[config.mk]
export PLATFORM = sky130hd
export DESIGN_NAME = pdct_timer
export DESIGN_NICKNAME = d
export VERILOG_FILES = /design/src/pdct_pkg.sv /design/src/pdct_timer.sv
export SDC_FILE = /design/constraint.sdc
export NUM_CORES = 1
export LEC_CHECK = 0
export BUFFER_PORTS_ARGS = -buffer_cell sky130_fd_sc_hd__buf_2
export CAP_MARGIN = 20
export CELL_PAD_IN_SITES_DETAIL_PLACEMENT = 1
export CELL_PAD_IN_SITES_GLOBAL_PLACEMENT = 1
export CORE_MARGIN = 2
export CORE_UTILIZATION = 40
export DETAILED_ROUTE_END_ITERATION = 16
export PLACE_DENSITY_LB_ADDON = 0.1
export SLEW_MARGIN = 25
export SYNTH_ARGS = -nofsm -noshare
export SYNTH_HDL_FRONTEND = slang
export SYNTH_SLANG_ARGS = --single-unit
[constraint.sdc]
create_clock -name clk -period 3.2 [get_ports clk]
set_input_delay 0.48 -clock clk [delete_from_list [all_inputs] [get_ports clk]]
set_output_delay 0.48 -clock clk [all_outputs]
set_load 0.1 [all_outputs]
[src/pdct_pkg.sv]
// package: register map, control fields and timing constants of the down counter timer
package pdct_pkg;
  // ****************************************
  // register indices
  // ****************************************
  localparam logic [4:0] OFS_CONTROL    = 5'h10;
  localparam logic [4:0] OFS_VECTOR     = 5'h11;
  localparam logic [4:0] OFS_RELOAD_PAD = 5'h12;
  localparam logic [4:0] OFS_RELOAD_HI  = 5'h13;
  localparam logic [4:0] OFS_RELOAD_MID = 5'h14;
  localparam logic [4:0] OFS_RELOAD_LO  = 5'h15;
  localparam logic [4:0] OFS_COUNT_PAD  = 5'h16;
  localparam logic [4:0] OFS_COUNT_HI   = 5'h17;
  localparam logic [4:0] OFS_COUNT_MID  = 5'h18;
  localparam logic [4:0] OFS_COUNT_LO   = 5'h19;
  localparam logic [4:0] OFS_STATUS     = 5'h1A;

  // ****************************************
  // control register fields
  // ****************************************
  localparam int CTL_ENABLE_BIT   = 0;
  localparam int CTL_CLK_LO_BIT   = 1;
  localparam int CTL_ZD_BIT       = 4;
  localparam int CTL_PIN_LO_BIT   = 5;
  localparam logic [7:0] CTL_WRITE_MASK = 8'hF7;
  localparam int STAT_ZERO_BIT    = 0;

  localparam logic [7:0] CONTROL_RESET = 8'h00;
  localparam logic [7:0] VECTOR_RESET  = 8'h0F;
  localparam logic [4:0] PRESCALE_FULL = 5'h1F;
  localparam logic [4:0] PRESCALE_LAST = 5'h00;
  localparam logic [23:0] COUNT_ONE    = 24'h000001;

  // ****************************************
  // clock source selections
  // ****************************************
  localparam logic [1:0] CLK_SYS_PRE        = 2'h0;
  localparam logic [1:0] CLK_SYS_PRE_GATED  = 2'h1;
  localparam logic [1:0] CLK_EXT_PRE        = 2'h2;
  localparam logic [1:0] CLK_EXT_DIRECT     = 2'h3;

  // ****************************************
  // output pin functions (bits 7..5)
  // ****************************************
  localparam logic [2:0] PIN_PORT      = 3'h0;
  localparam logic [2:0] PIN_SQUARE    = 3'h2;
  localparam logic [2:0] PIN_IRQ_VEC   = 3'h5;
  localparam logic [2:0] PIN_IRQ_AUTO  = 3'h7;

  localparam int SYNC_STAGES = 3;

  // bus request carrier
  typedef struct packed {
    logic       sel;
    logic       wr;
    logic [4:0] addr;
    logic [7:0] wdata;
  } pdct_bus_req_t;

  // bus answer carrier
  typedef struct packed {
    logic       ack;
    logic [7:0] rdata;
  } pdct_bus_rsp_t;
endpackage

[src/pdct_timer.sv]
// module: 24-bit prescaled down counter timer with byte register access
`timescale 1ns/1ps
// Function
// - vector same for read and acknowledge
// - reset loads vector with 0F
// - three byte preload registers, read/write
// - null location 12 reads zero
// - preload access has no interlock
// - reset keeps preload and counter
// - count bytes read live, writes ignored
// - null below count high reads zero
// - zero flag set on 1-to-0 decrement
// - status read harmless, write one clears
// - halt holds count, prescaler 1F, flag zero
// - reset clears control, halts, frees pins
// - run clocks counter from selected source
// - counter from prescaler rollover or input
// - first prescaler rollover loads counter
// - first input edge loads counter
// - zero control picks reload or rollover
// - acknowledge answered only while requesting
// - interrupt pin low while flag set
// - system clock decrements prescaler each cycle
module pdct_timer (
  input  wire logic                   clk,
  input  wire logic                   rst,
  input  wire pdct_pkg::pdct_bus_req_t bus_req,
  input  wire logic                   timer_int_ack_in,
  input  wire logic                   ext_timer_input,
  output logic                        bus_transfer_ack,
  output logic [7:0]                  bus_rdata,
  output logic                        timer_output_pin,
  output logic                        timer_output_oe_n,
  output logic                        ack_pin_is_timer,
  output logic                        ext_pin_is_timer
);
  // ****************************************
  // state declarations
  // ****************************************
  typedef enum logic [1:0] {
    PDCT_HALT = 2'b01,
    PDCT_RUN  = 2'b10
  } pdct_state_t;

  pdct_state_t           state_reg;
  logic [7:0]            timer_control_reg;
  logic [7:0]            timer_vector_reg;
  logic [7:0]            reload_high;
  logic [7:0]            reload_mid;
  logic [7:0]            reload_low;
  logic [23:0]           count_reg;
  logic [4:0]            prescale_reg;
  logic                  zero_reached_flag;
  logic                  loaded_reg;
  logic                  square_reg;
  logic [pdct_pkg::SYNC_STAGES-1:0] ext_sync_reg;
  logic                  ext_level;
  logic                  ext_rise;
  logic                  run_next;
  logic                  pre_tick;
  logic                  count_tick;
  logic                  zero_event;
  logic                  irq_active;
  logic [1:0]            clk_sel;
  logic [2:0]            pin_sel;
  logic                  wr_stb;
  logic [7:0]            rd_mux;

  assign clk_sel = timer_control_reg[pdct_pkg::CTL_CLK_LO_BIT +: 2];
  assign pin_sel = timer_control_reg[pdct_pkg::CTL_PIN_LO_BIT +: 3];
  assign wr_stb  = bus_req.sel & bus_req.wr;

  // ****************************************
  // external input synchroniser
  // ****************************************
  // three stages, edge when two later agree
  always_ff @(posedge clk or posedge rst) begin
    if (rst) begin
      ext_sync_reg <= '0;
    end else begin
      ext_sync_reg <= {ext_sync_reg[pdct_pkg::SYNC_STAGES-2:0], ext_timer_input};
    end
  end

  logic ext_level_reg;
  always_ff @(posedge clk or posedge rst) begin
    if (rst) begin
      ext_level_reg <= 1'b0;
    end else if (ext_sync_reg[1] == ext_sync_reg[2]) begin
      ext_level_reg <= ext_sync_reg[2];
    end
  end
  assign ext_level = ext_level_reg;
  assign ext_rise  = (ext_sync_reg[1] == ext_sync_reg[2]) & ext_sync_reg[2] & ~ext_level_reg;

  // ****************************************
  // run / halt decision and clock sources
  // ****************************************
  // enable bit, gated by input level in mode 1
  assign run_next = timer_control_reg[pdct_pkg::CTL_ENABLE_BIT] &
                    ((clk_sel != pdct_pkg::CLK_SYS_PRE_GATED) | ext_level);

  // system clock ticks prescaler every cycle
  always_comb begin
    case (clk_sel)
      pdct_pkg::CLK_SYS_PRE:       pre_tick = 1'b1;
      pdct_pkg::CLK_SYS_PRE_GATED: pre_tick = 1'b1;
      pdct_pkg::CLK_EXT_PRE:       pre_tick = ext_rise;
      default:                     pre_tick = 1'b0;
    endcase
  end

  // prescaler rollover or direct input edge
  assign count_tick = (state_reg == PDCT_RUN) &
                      ((clk_sel == pdct_pkg::CLK_EXT_DIRECT) ? ext_rise :
                       (pre_tick & (prescale_reg == pdct_pkg::PRESCALE_LAST)));

  assign zero_event = count_tick & loaded_reg & (count_reg == pdct_pkg::COUNT_ONE);

  always_ff @(posedge clk or posedge rst) begin
    if (rst) begin
      state_reg <= PDCT_HALT;
    end else begin
      case (state_reg)
        PDCT_HALT: if (run_next) state_reg <= PDCT_RUN;
        PDCT_RUN:  if (!run_next) state_reg <= PDCT_HALT;
        default:   state_reg <= PDCT_HALT;
      endcase
    end
  end

  // ****************************************
  // prescaler
  // ****************************************
  // halt forces prescaler to all ones
  always_ff @(posedge clk or posedge rst) begin
    if (rst) begin
      prescale_reg <= pdct_pkg::PRESCALE_FULL;
    end else if (state_reg != PDCT_RUN) begin
      prescale_reg <= pdct_pkg::PRESCALE_FULL;
    end else if (pre_tick && clk_sel != pdct_pkg::CLK_EXT_DIRECT) begin
      prescale_reg <= prescale_reg - 5'h01;
    end
  end

  // ****************************************
  // counter
  // ****************************************
  // counter has no reset term
  always_ff @(posedge clk) begin
    if (count_tick) begin
      // first tick after run loads preload
      // reload after zero unless rollover selected
      // all 24 bits in one cycle
      if (!loaded_reg ||
          (count_reg == 24'h000000 && !timer_control_reg[pdct_pkg::CTL_ZD_BIT])) begin
        count_reg <= {reload_high, reload_mid, reload_low};
      end else begin
        count_reg <= count_reg - 24'h000001;
      end
    end
  end

  always_ff @(posedge clk or posedge rst) begin
    if (rst) begin
      loaded_reg <= 1'b0;
    end else if (state_reg != PDCT_RUN) begin
      loaded_reg <= 1'b0;
    end else if (count_tick) begin
      loaded_reg <= 1'b1;
    end
  end

  // ****************************************
  // zero flag
  // ****************************************
  // set on 1 to 0 transition; set beats clear
  always_ff @(posedge clk or posedge rst) begin
    if (rst) begin
      zero_reached_flag <= 1'b0;
    end else if (state_reg != PDCT_RUN) begin
      zero_reached_flag <= 1'b0;
    end else if (zero_event) begin
      zero_reached_flag <= 1'b1;
    end else if (wr_stb && bus_req.addr == pdct_pkg::OFS_STATUS &&
                 bus_req.wdata[pdct_pkg::STAT_ZERO_BIT]) begin
      zero_reached_flag <= 1'b0;
    end
  end

  // ****************************************
  // register writes
  // ****************************************
  // reset clears all control bits
  always_ff @(posedge clk or posedge rst) begin
    if (rst) begin
      timer_control_reg <= pdct_pkg::CONTROL_RESET;
    end else if (wr_stb && bus_req.addr == pdct_pkg::OFS_CONTROL) begin
      timer_control_reg <= bus_req.wdata & pdct_pkg::CTL_WRITE_MASK;
    end
  end

  always_ff @(posedge clk or posedge rst) begin
    if (rst) begin
      timer_vector_reg <= pdct_pkg::VECTOR_RESET;
    end else if (wr_stb && bus_req.addr == pdct_pkg::OFS_VECTOR) begin
      timer_vector_reg <= bus_req.wdata;
    end
  end

  always_ff @(posedge clk) begin
    if (wr_stb && bus_req.addr == pdct_pkg::OFS_RELOAD_HI) begin
      reload_high <= bus_req.wdata;
    end
    if (wr_stb && bus_req.addr == pdct_pkg::OFS_RELOAD_MID) begin
      reload_mid <= bus_req.wdata;
    end
    if (wr_stb && bus_req.addr == pdct_pkg::OFS_RELOAD_LO) begin
      reload_low <= bus_req.wdata;
    end
  end

  // ****************************************
  // read path and acknowledge
  // ****************************************
  // preload pad reads zero
  always_comb begin
    case (bus_req.addr)
      pdct_pkg::OFS_CONTROL:    rd_mux = timer_control_reg;
      pdct_pkg::OFS_VECTOR:     rd_mux = timer_vector_reg;
      pdct_pkg::OFS_RELOAD_HI:  rd_mux = reload_high;
      pdct_pkg::OFS_RELOAD_MID: rd_mux = reload_mid;
      pdct_pkg::OFS_RELOAD_LO:  rd_mux = reload_low;
      pdct_pkg::OFS_COUNT_HI:   rd_mux = count_reg[23:16];
      pdct_pkg::OFS_COUNT_MID:  rd_mux = count_reg[15:8];
      pdct_pkg::OFS_COUNT_LO:   rd_mux = count_reg[7:0];
      pdct_pkg::OFS_STATUS:     rd_mux = {7'h00, zero_reached_flag};
      default:                  rd_mux = 8'h00;
    endcase
  end

  assign irq_active = (pin_sel == pdct_pkg::PIN_IRQ_VEC) & zero_reached_flag;

  // same vector on read and acknowledge
  always_ff @(posedge clk or posedge rst) begin
    if (rst) begin
      bus_transfer_ack <= 1'b0;
      bus_rdata        <= 8'h00;
    end else if (timer_int_ack_in) begin
      bus_transfer_ack <= irq_active;
      bus_rdata        <= irq_active ? timer_vector_reg : 8'h00;
    end else begin
      bus_transfer_ack <= bus_req.sel;
      bus_rdata        <= (bus_req.sel && !bus_req.wr) ? rd_mux : 8'h00;
    end
  end

  // ****************************************
  // output pin
  // ****************************************
  always_ff @(posedge clk or posedge rst) begin
    if (rst) begin
      square_reg <= 1'b1;
    end else if (state_reg != PDCT_RUN) begin
      square_reg <= 1'b1;
    end else if (zero_event) begin
      square_reg <= ~square_reg;
    end
  end

  // square modes drive square_reg; interrupt modes low while flag set; else released
  always_ff @(posedge clk or posedge rst) begin
    if (rst) begin
      timer_output_pin  <= 1'b0;
      timer_output_oe_n <= 1'b1;
      ack_pin_is_timer  <= 1'b0;
      ext_pin_is_timer  <= 1'b0;
    end else begin
      case (pin_sel)
        pdct_pkg::PIN_SQUARE, 3'h3: begin
          timer_output_pin  <= square_reg;
          timer_output_oe_n <= 1'b0;
        end
        pdct_pkg::PIN_IRQ_VEC, pdct_pkg::PIN_IRQ_AUTO: begin
          timer_output_pin  <= 1'b0;
          timer_output_oe_n <= ~zero_reached_flag;
        end
        default: begin
          timer_output_pin  <= 1'b0;
          timer_output_oe_n <= 1'b1;
        end
      endcase
      ack_pin_is_timer <= pin_sel[2] & ~pin_sel[1];
      ext_pin_is_timer <= clk_sel != pdct_pkg::CLK_SYS_PRE;
    end
  end
endmodule

==> out/qor.log, run 1 <==
qor: status.status finished, final reports clean
qor: finish.finish.utilization 0.459
qor: placed_design.detailed_place_hpwl 9850 um
qor: finish.post_route_cells_drive_above_1_share 0.226
qor: yosys.synth_nets 401
qor: critical_path.cp.required 3.33 ns
qor: detailed_routing.number_of_antenna_violating_nets_in_the_routed_design 0
qor: critical_path.crit_path_cell_chain nor3_1 > nand2_1 > o41ai_4 > buf_4 > o21ai_0
qor: critical_path.cp_max_fo 32
qor: grt.gr-usage-met3 0.0412
qor: floorplan.design.die.area 11900 sq um
qor: yosys.synth_top_flop_cell edfxtp_1
qor: critical_path.crit_type register to register
qor: yosys.synthMuxAreaShare 0.0548
qor: floorplan.initial_core_util 0.409
qor: floorplan.core_area 10800 sq um
qor: sta.worst-slew-pin-transition 0.724 ns
qor: clock_network.cts_setup_buffers 0
qor: finish.syn_to_final_growth 12.2%
qor: detailed_routing.wirelength 12900 um
qor: finish.layout_commonest_cell edfxtp_1
qor: critical_path.timing.critical_path.arrival 2.55 ns
qor: yosys.ys_types 58
qor: finish.final_nets 436
qor: critical_path.timing.critical_path.to_type register
qor: yosys.yosysWarningCount 0
qor: pwr.ir_drop 0.405 mV
qor: placed_design.gpl.final_weighted_congestion 0.916
qor: grt.grt_pass1_vias 3350
qor: yosys.synth_area 4430 sq um
qor: pwr.power_density 481 nW/um^2
qor: yosys.synth_edf_count 48
qor: pwr.power.leakage 0.00194 uW
qor: sta.setup_violations 0
qor: grt.met1_usage 0.304
qor: yosys.main_combinational_cell_family_by_area_after_synthesis simple AND/OR/NAND/NOR gates
qor: finish.final_cell_mix edfxtp_1 (48), nand2_1 (40), buf_2 (31)
qor: yosys.yosys.area_share.simple 0.172
qor: yosys.synth_xor_xnor_area_share 0.0534
qor: floorplan.floorplan.rows 38
qor: finish.largest_register_ffs 24
qor: yosys.syn_inst 376
qor: sta.finalHoldWorstSlack 0.0491 ns
qor: sta.setup_total_negative_slack 0 ns
qor: critical_path.startpoint_types register
qor: clock_network.cts-root-to-sink-buffers 2
qor: clock_network.tritoncts done
qor: sta.grt_setup_unrepaired no
qor: critical_path.path_delay_family simple AND/OR/NAND/NOR gates
qor: sta.final.min_clock_period 2.42 ns
qor: grt.largest_net_degree_at_the_start_of_global_routing 33
qor: detailed_routing.count_of_routing_violations_after_the_opening_detailed_route_iteration 206
qor: yosys.synth_compound_gate_area_share 0.112
qor: placed_design.port-buffer-count 31
qor: critical_path.cp.buffers_inverters 1
qor: detailed_routing.drt_pre_antenna_iters 5
qor: detailed_routing.via_per_instance_ratio 5.86
qor: detailed_routing.route.detailed.wl_per_inst 23.1 um
qor: grt.globalRouteMet2Util 0.377
qor: floorplan.chipHeight 109 um
qor: sta.worst_case_headroom_to_the_max_slew_limit 0.516
qor: grt.grt_pass1_wl 19800 um
qor: yosys.postSynth.asyncResetShare 0.467
qor: clock_network.insertion_delay 0.39 ns
qor: critical_path.critical_path.max_stage_delay 0.52 ns
qor: yosys.synth.ff_latch_count 90
qor: finish.n_antenna_cell 0
qor: grt.grt_remaining_overflow 0
qor: run.cap_violations 0
qor: detailed_routing.num_vias 3259
qor: clock_network.clock_tree.root_cell clkbuf_8
qor: grt.grt_antenna_before_repair 0
qor: yosys.postSynthAreaPerCell 11.8 sq um
qor: clock_network.cts.repair.resized 0
qor: detailed_routing.drc 0
qor: clock_network.tritoncts.num_buffers 9
qor: yosys.yosysSeqAreaShare 0.566
qor: sta.timing.fmax 412 MHz
qor: yosys.synth_area_in_adders 0.0169
qor: floorplan.io_pins 32
qor: grt.grt.total_usage 0.231
qor: clock_network.cts.htree.levels 3
qor: sta.timing.final.crit_share 0.758
qor: clock_network.numClockSinks 90
qor: sta.final-hold-violation-count 0
qor: clock_network.cts.hold.buffers_added 0
qor: grt.top_usage_layer met2
qor: worst_hold_path.hold_class input pin to async pin
qor: critical_path.critical_path.slowest_cell nor3_1
qor: floorplan.die_width 109 um
qor: sta.final.setup_skew 0.0162 ns
qor: clock_network.clkTransAtPathRegs 0.11 ns
qor: sta.slew_violations 0
## logic make-up after synthesis
family | Yosys count
compound gates | 70
xor+xnor | 27
fa+ha+maj | 6
buf+inv | 23
flops | 90
mux | 22
simple gates | 138
## Yosys cell counts, drive strengths merged (2+ instances only)
master	instances	area, sq um
and2	3	18.8
dfstp	12	315
nor4	7	65.1
clkbuf	3	11.3
buf	10	62.6
inv	10	37.5
nor3	14	70.1
mux2	18	203
o21ai	31	155
nand3b	3	22.5
nor2	15	58.8
nor3b	2	15.0
and4	3	26.3
and3	7	43.8
a22o	10	87.6
dfrtp	30	751
nor2b	10	62.6
mux2i	4	40.0
nand2b	3	18.8
nor4b	2	23.8
a222oi	3	30.0
nand4	5	31.3
ha	6	75.1
or3	3	18.8
a22oi	5	37.5
a32oi	9	78.8
edfxtp	48	1440
xor2	10	87.6
nand2	40	150
and3b	3	26.3
nand3	13	70.1
xnor2	17	149
## stage by stage
step	power [uW]	instances	worst slack, ns	instance area [sq um]
after floorplan	1480	376	0.801	4440
after global placement	1550	540	0.819	4760
after detailed placement	1560	540	0.711	4760
after CTS	2420	556	0.807	4970
after global routing	2490	556	0.615	4970
final	2390	556	0.775	4970
## report_power, final
part	switching (uW)	total (uW)	internal (uW)	leakage, uW
Sequential	43.5	1310	1270	0.000956
Clock	461	860	399	0.000110
Combinational	153	220	66.9	0.000878
## cell type report
class,instances,area (sq um)
inverters,10,37.5
repair buffers,37,200
multi-input cells,263,1840
well taps,140,175
flip-flops and latches,90,2510
clock inverters,6,76.3
fillers,1179,5870
clock buffers,10,138
## worst register-to-register path: stages (launching register included)
cell	delay, ns
edfxtp_1	0.50
nor3_1	0.52
nand2_1	0.24
o41ai_4	0.38
buf_4	0.35
o21ai_0	0.19
## routing by layer
metal  wire (um)  vias to the layer above
met5           0                        -
li1            -                     1485
met4         347                        0
met1        5560                     1649
met2        6290                      102
met3         658                       23
## path summary, 6_finish.rpt
| path | start | endpoint | slack, ns | cells past startpoint |
|---|---|---|---|---|
| max | count_reg[16] | count_reg[12] | 0.78 | 5 |
| min | rst | ext_sync_reg[0] | 0.05 | 2 |
| max reg2reg | count_reg[16] | count_reg[12] | 0.78 | 5 |
| min reg2reg | ext_sync_reg[0] | ext_sync_reg[1] | 0.37 | 0 |
| max in group asynchronous | rst | timer_vector_reg[2] | 2.41 | 3 |
| min in group clk | ext_timer_input | ext_sync_reg[0] | 0.20 | 1 |
Power figures use the tool's default switching activity.
==> run 2: changes to the inputs <==
--- a/config.mk
+++ b/config.mk
@@ -5,6 +5,7 @@
 export SDC_FILE = /design/constraint.sdc
 export NUM_CORES = 1
 export LEC_CHECK = 0
+export ABC_AREA = 1
 export BUFFER_PORTS_ARGS = -buffer_cell sky130_fd_sc_hd__buf_2
 export CAP_MARGIN = 20
 export CELL_PAD_IN_SITES_DETAIL_PLACEMENT = 1
==> constraint.sdc (replaced) <==
create_clock -name clk -period 2.2 [get_ports clk]
set_input_delay 0.33 -clock clk [delete_from_list [all_inputs] [get_ports clk]]
set_output_delay 0.33 -clock clk [all_outputs]
set_load 0.1 [all_outputs]
==> out/qor.log, run 2 <==
qor: sta.final.min_clock_period 1.92 ns [-0.502 ns]
qor: floorplan.core_area 11900 sq um [+9.4%]
qor: critical_path.startpoint_types register
qor: run.cap_violations 0 [unchanged]
qor: finish.n_antenna_cell 0 [unchanged]
qor: status.status finished, final reports clean
qor: placed_design.gpl.final_weighted_congestion 0.886 [-3.2%]
qor: pwr.internal_power_summed_over_all_cells 2930 uW [+69%]
qor: finish.post_route_cells_drive_above_1_share 0.142 [-0.0842]
qor: yosys.synth.ff_latch_count 90 [unchanged]
qor: finish.syn_to_final_growth 15.2%
qor: placed_design.detailed_place_hpwl 11200 um [+14%]
qor: pwr.pwr-share-clk 0.430 [+0.070]
qor: detailed_routing.route.detailed.wl_per_inst 18.1 um [-22%]
qor: clock_network.cts.htree.levels 3 [unchanged]
qor: clock_network.clkTransAtPathRegs 0.07 ns [-0.04 ns]
qor: pwr.p_seq_frac 0.484 [-0.065]
qor: clock_network.tritoncts.num_buffers 9 [unchanged]
qor: grt.grt.total_usage 0.238 [+0.00666]
qor: grt.top_usage_layer met2
qor: sta.worst-slew-pin-transition 0.513 ns [-0.211 ns]
qor: grt.met1_usage 0.317 [+0.0123]
qor: sta.worst_case_headroom_to_the_max_slew_limit 0.655 [+0.139]
qor: grt.globalRouteMet2Util 0.395 [+0.0185]
qor: floorplan.design.die.area 12900 sq um [+8.2%]
qor: clock_network.cts-root-to-sink-buffers 2 [unchanged]
qor: sta.finalHoldWorstSlack 0.0888 ns [+0.0397 ns]
qor: yosys.synth_nets 623 [+55%]
qor: grt.grt_antenna_before_repair 0 [unchanged]
qor: finish.largest_register_ffs 24 [unchanged]
qor: placed_design.port-buffer-count 31 [unchanged]
qor: yosys.synth_area 4810 sq um [+8.6%]
qor: grt.grt_pass1_wl 23400 um [+18%]
qor: detailed_routing.num_vias 4173 [+28%]
qor: sta.setup_total_negative_slack 0 ns [unchanged]
qor: pwr.ir_drop 0.549 mV [+36%]
qor: yosys.yosysWarningCount 0 [unchanged]
qor: grt.largest_net_degree_at_the_start_of_global_routing 43 [+30%]
qor: clock_network.numClockSinks 90 [unchanged]
qor: detailed_routing.wirelength 14400 um [+12%]
qor: detailed_routing.number_of_antenna_violating_nets_in_the_routed_design 0 [unchanged]
qor: critical_path.timing.critical_path.to_type register
qor: critical_path.cp_max_fo 4 [-88%]
qor: sta.slew_violations 0 [unchanged]
qor: sta.timing.fmax 520 MHz [+26%]
qor: pwr.p_sw 990 uW [+51%]
qor: floorplan.chipHeight 114 um [+4.0%]
qor: worst_hold_path.hold_class input pin to register
qor: floorplan.floorplan.rows 40 [+5.3%]
qor: worst_hold_path.min_path_cells 1
qor: yosys.synthDominantCellAreaShare 0.300 [-0.0256]
qor: sta.grt_setup_unrepaired no
qor: detailed_routing.count_of_routing_violations_after_the_opening_detailed_route_iteration 274 [+33%]
qor: pwr.power.leakage 0.00260 uW [+34%]
qor: clock_network.clock_tree.root_cell clkbuf_16
qor: grt.grt_pass1_vias 4309 [+29%]
qor: pwr.post-layout-total-power 3920 uW [+64%]
qor: pwr.power.combinational.fraction 0.086 [-0.006]
qor: critical_path.crit_type register to register
qor: floorplan.io_pins 32 [unchanged]
qor: yosys.postSynth.asyncResetShare 0.467 [unchanged]
qor: critical_path.cp.required 2.30 ns [-1.03 ns]
qor: sta.final.setup_skew 0.00607 ns [-0.0102 ns]
qor: yosys.ys_top_cells_by_count nand2_1 (206), nor2_1 (81), inv_1 (58)
qor: finish.final_cell_mix nand2_1 (206), nor2_1 (81), inv_1 (57)
qor: floorplan.die_width 114 um [+4.0%]
qor: detailed_routing.via_per_instance_ratio 5.24 [-11%]
qor: placed_design.dp.cells 780 [+44%]
qor: sta.timing.final.crit_share 0.874 [+0.116]
qor: clock_network.cts_setup_buffers 0 [unchanged]
qor: detailed_routing.drc 0 [unchanged]
qor: finish.final_nets 669 [+53%]
qor: yosys.synth_top_area_cell edfxtp_1
qor: pwr.power_density 707 nW/um^2 [+47%]
qor: yosys.postSynthAreaPerCell 8.04 sq um [-32%]
qor: grt.gr-usage-met3 0.0340 [-0.00724]
qor: clock_network.insertion_delay 0.35 ns [-0.04 ns]
qor: yosys.synth.most_common_cell nand2_1
qor: grt.grt_remaining_overflow 0 [unchanged]
qor: clock_network.cts.hold.buffers_added 0 [unchanged]
qor: yosys.synth.area.top_cells edfxtp_1 (30%), nand2_1 (16%), dfrtp_1 (16%)
qor: yosys.ys_types 30 [-48%]
qor: clock_network.tritoncts done
qor: finish.finalNonFillerCells 796 [+43%]
qor: clock_network.cts.repair.resized 0 [unchanged]
qor: yosys.yosysSeqAreaShare 0.521 [-0.0446]
qor: sta.final-hold-violation-count 0 [unchanged]
qor: yosys.synth_top_flop_cell edfxtp_1
qor: critical_path.timing.critical_path.arrival 2.03 ns [-0.52 ns]
qor: critical_path.worstRegToRegCells 8 [+3]
qor: detailed_routing.drt_pre_antenna_iters 5 [unchanged]
qor: yosys.synth_edf_count 48 [unchanged]
qor: sta.setup_violations 0 [unchanged]
qor: yosys.syn_inst 598 [+59%]
qor: pwr.power_switching_share 0.253 [-0.0222]
qor: floorplan.initial_core_util 0.406 [-0.00323]
qor: finish.layout_commonest_cell nand2_1
run 2: cell type report:
cell class / count / area, sq um
clock buffers: 9 / 225
clock inverters: 7 / 98.8
fillers: 1441 / 6320
inverters: 65 / 244
multi-input cells: 433 / 2010
flip-flops and latches: 90 / 2510
well taps: 147 / 184
repair buffers: 45 / 273
run 2: cells by family after synthesis:
logic type,count (synthesis),share of synthesized area
simple gates,372,0.332
flops,90,0.521
buf+inv,75,0.0606
compound gates,41,0.0447
xor+xnor,14,0.0255
fa+ha+maj,6,0.0156
run 2: per-stage QoR:
stage	util	setup WS (ns)	cell area [sq um]
after floorplan	-	0.552	4810
after global placement	0.440	0.311	5220
after detailed placement	0.440	0.296	5220
after CTS	0.467	0.279	5540
after global routing	0.467	0.102	5540
final	0.467	0.278	5540
run 2: layer usage:
metal  up-vias  wire length [um]
li1       2026                 -
met2        97              6930
met5         -                 0
met4         0               331
met1      2031              6490
met3        19               621
run 2: path summary, 6_finish.rpt:
kind	start	to	slack (ns)
worst min register to register	ext_sync_reg[0]	ext_sync_reg[1]	0.35
worst min-delay path	ext_timer_input	ext_sync_reg[0]	0.09
worst max register to register	count_reg[0]	count_reg[10]	0.28
worst max-delay path	count_reg[0]	count_reg[10]	0.28
max in group asynchronous	rst	timer_vector_reg[2]	1.72
min in group asynchronous	rst	state_reg[1]	0.10
run 2: critical path: stages (launching register included):
cell and delay (ns):
edfxtp_1 0.46, inv_1 0.16, ha_1 0.20, nand2_1 0.17
nor2_1 0.28, nand3_1 0.15, xnor2_1 0.15, nand2_1 0.06
nand2_1 0.05
run 2: power groups by stage:
| stage | Clock [uW] | Sequential, uW | Combinational [uW] |
|---|---|---|---|
| floorplan | 0 | 2000 | 143 |
| global placement | 0 | 1930 | 329 |
| detailed placement | 0 | 1930 | 336 |
| CTS | 1730 | 1900 | 339 |
| global route | 1770 | 1900 | 369 |
| finish | 1690 | 1900 | 335 |
==> run 3: changes to the inputs <==
--- a/config.mk
+++ b/config.mk
@@ -13,7 +13,9 @@
 export CORE_MARGIN = 2
 export CORE_UTILIZATION = 40
 export DETAILED_ROUTE_END_ITERATION = 16
+export GPL_ROUTABILITY_DRIVEN = 0
 export PLACE_DENSITY_LB_ADDON = 0.1
+export SETUP_SLACK_MARGIN = 0.3
 export SLEW_MARGIN = 25
 export SYNTH_ARGS = -nofsm -noshare
 export SYNTH_HDL_FRONTEND = slang
==> out/qor.log, run 3 (same netlist as run 2, synthesis figures left out) <==
qor: status.status finished, final reports clean
qor: sta.worst_case_headroom_to_the_max_slew_limit 0.655 [about the same]
qor: floorplan.initial_core_util 0.406 [unchanged]
qor: clock_network.cts.hold.buffers_added 0 [unchanged]
qor: detailed_routing.drt_pre_antenna_iters 5 [unchanged]
qor: detailed_routing.number_of_antenna_violating_nets_in_the_routed_design 0 [unchanged]
qor: clock_network.clock_tree.root_cell clkbuf_16
qor: critical_path.cp_max_fo 29 [+25]
qor: critical_path.crit_type register to register
qor: sta.final.setup_skew 0.00640 ns [+0.000338 ns]
qor: critical_path.setup.reg_to_reg.worst_slack 0.42 ns [+0.15 ns]
qor: sta.final.min_clock_period 1.78 ns [-0.145 ns]
qor: placed_design.port-buffer-count 31 [unchanged]
qor: clock_network.cts-root-to-sink-buffers 2 [unchanged]
qor: sta.timing.fmax 563 MHz [+8.2%]
qor: clock_network.clkTransAtPathRegs 0.07 ns [about the same]
qor: pwr.power_density 702 nW/um^2 [-0.72%]
qor: sta.final-hold-violation-count 0 [unchanged]
qor: clock_network.tritoncts done
qor: clock_network.cts.htree.levels 3 [unchanged]
qor: finish.final_cell_mix nand2_1 (203), nor2_1 (78), inv_1 (57)
qor: clock_network.tritoncts.num_buffers 9 [unchanged]
qor: critical_path.worstRegToRegCells 8 [unchanged]
qor: critical_path.startpoint_types register
qor: worst_hold_path.hold_class input pin to async pin
qor: finish.largest_register_ffs 24 [unchanged]
qor: run.cap_violations 0 [unchanged]
qor: sta.worst-slew-pin-transition 0.513 ns [-0.000339 ns]
qor: detailed_routing.wirelength 14500 um [+0.65%]
qor: detailed_routing.route.detailed.wl_per_inst 18.1 um [+0.40%]
qor: critical_path.r2r_start count_reg[2]
qor: floorplan.die_width 114 um [unchanged]
qor: critical_path.cp.required 2.42 ns [+0.12 ns]
qor: sta.setup_violations 0 [unchanged]
qor: placed_design.detailed_place_hpwl 11200 um [unchanged]
qor: floorplan.io_pins 32 [unchanged]
qor: clock_network.numClockSinks 90 [unchanged]
qor: finish.regArea 2510 sq um [unchanged]
qor: finish.final_nets 671 [+0.30%]
qor: detailed_routing.via_per_instance_ratio 5.22 [-0.47%]
qor: placed_design.preCtsSetupSlack 0.296 ns [unchanged]
qor: grt.grt.total_usage 0.238 [about the same]
qor: pwr.post-layout-total-power 3920 uW [about the same]
qor: detailed_routing.drc 0 [unchanged]
qor: detailed_routing.count_of_routing_violations_after_the_opening_detailed_route_iteration 263 [-4.0%]
qor: grt.grt_remaining_overflow 0 [unchanged]
qor: sta.slew_violations 0 [unchanged]
qor: floorplan.core_area 11900 sq um [unchanged]
qor: sta.timing.final.crit_share 0.808 [-0.0661]
qor: critical_path.r2r_end count_reg[3]
qor: finish.post_route_cells_drive_above_1_share 0.154 [+0.0119]
qor: sta.final.setup.worst_slack 0.423 ns [+0.145 ns]
qor: sta.setup_total_negative_slack 0 ns [unchanged]
qor: grt.grt_pass1_vias 4308 [-0.023%]
qor: pwr.power.leakage 0.00261 uW [+0.43%]
qor: sta.finalHoldWorstSlack 0.0860 ns [-0.00279 ns]
qor: finish.layout_commonest_cell nand2_1
qor: finish.syn_to_final_growth 16.1%
qor: detailed_routing.num_vias 4164 [-0.22%]
qor: finish.num-fill-cells 1438 [-0.21%]
qor: grt.grt_pass1_wl 23400 um [about the same]
qor: critical_path.timing.critical_path.arrival 2.00 ns [-0.03 ns]
qor: pwr.ir_drop 0.549 mV [about the same]
qor: finish.n_antenna_cell 0 [unchanged]
qor: grt.grt_antenna_before_repair 0 [unchanged]
qor: critical_path.timing.critical_path.to_type register
qor: floorplan.chipHeight 114 um [unchanged]
qor: clock_network.insertion_delay 0.35 ns [about the same]
qor: floorplan.floorplan.rows 40 [unchanged]
qor: finish.multi_input_comb_area 2040 sq um [+1.2%]
qor: grt.largest_net_degree_at_the_start_of_global_routing 43 [unchanged]
qor: floorplan.design.die.area 12900 sq um [unchanged]
qor: sta.grt_setup_unrepaired no
-- run 3: cell types whose count changed in the layout (fill, tap and decap cells not counted) --
cell / before / now
buf_4: 13 / 15
inv_2: 6 / 5
inv_4: 0 / 1
nand2_1: 206 / 203
nand2_2: 1 / 4
nor2_1: 81 / 78
nor2_2: 3 / 4
nor2_4: 6 / 8
-- run 3: worst max-delay path, cell delays in order (launching register included) --
cell and delay [ns]:
edfxtp_1 0.45, nor2_1 0.26, nand3b_1 0.14, nor2_1 0.12, nand3_1 0.10, nand2_2 0.13, buf_12 0.18, nand2_1 0.14
nand2_1 0.10
-- run 3: worst max path at each step --
stage | slack [ns] | cells past startpoint | end | from
floorplan | 0.55 | 6 | count_reg[0] | prescale_reg[0]
global placement | 0.31 | 7 | count_reg[16] | count_reg[0]
detailed placement | 0.30 | 8 | count_reg[10] | count_reg[0]
CTS | 0.31 | 8 | count_reg[5] | count_reg[15]
global route | 0.30 | 7 | count_reg[8] | count_reg[2]
finish | 0.42 | 8 | count_reg[3] | count_reg[2]
-- run 3: metrics by stage --
step / std cells / utilization / cell area [sq um]
after floorplan: 598 / - / 4810
after global placement: 780 / 0.440 / 5220
after detailed placement: 780 / 0.440 / 5220
after CTS: 796 / 0.468 / 5550
after global routing: 798 / 0.471 / 5590
final: 798 / 0.471 / 5590
-- run 3: area by class of cell --
type,count,share of cell area
clock buffers,9,0.0403
clock inverters,7,0.0177
inverters,65,0.0441
multi-input cells,433,0.365
flip-flops and latches,90,0.449
well taps,147,0.0329
repair buffers,47,0.0515
-- run 3: report_power, final --
group / total [uW] / leakage (uW) / internal [uW] / switching, uW
clock: 1690 / 0.000156 / 1000 / 684
combinational: 336 / 0.00150 / 79.5 / 256
sequential: 1900 / 0.000956 / 1850 / 50.9
-- run 3: metal layers --
layer  part of all wire  global-route usage  vias to the layer above
met4              0.020              0.0927                        0
li1                   -                   -                     2028
met1               0.46               0.317                     2046
met2               0.48               0.395                       76
met3              0.035              0.0340                       14
met5                  0                   0                        -
-- run 3: what timing repair did --
| action | in CTS | in global routing |
|---|---|---|
| setup endpoints to repair | 1 | 25 |
| gates resized for setup | 1 | 9 |
| setup buffers | 0 | 2 |
| endpoints found under the hold margin | 0 | 0 |
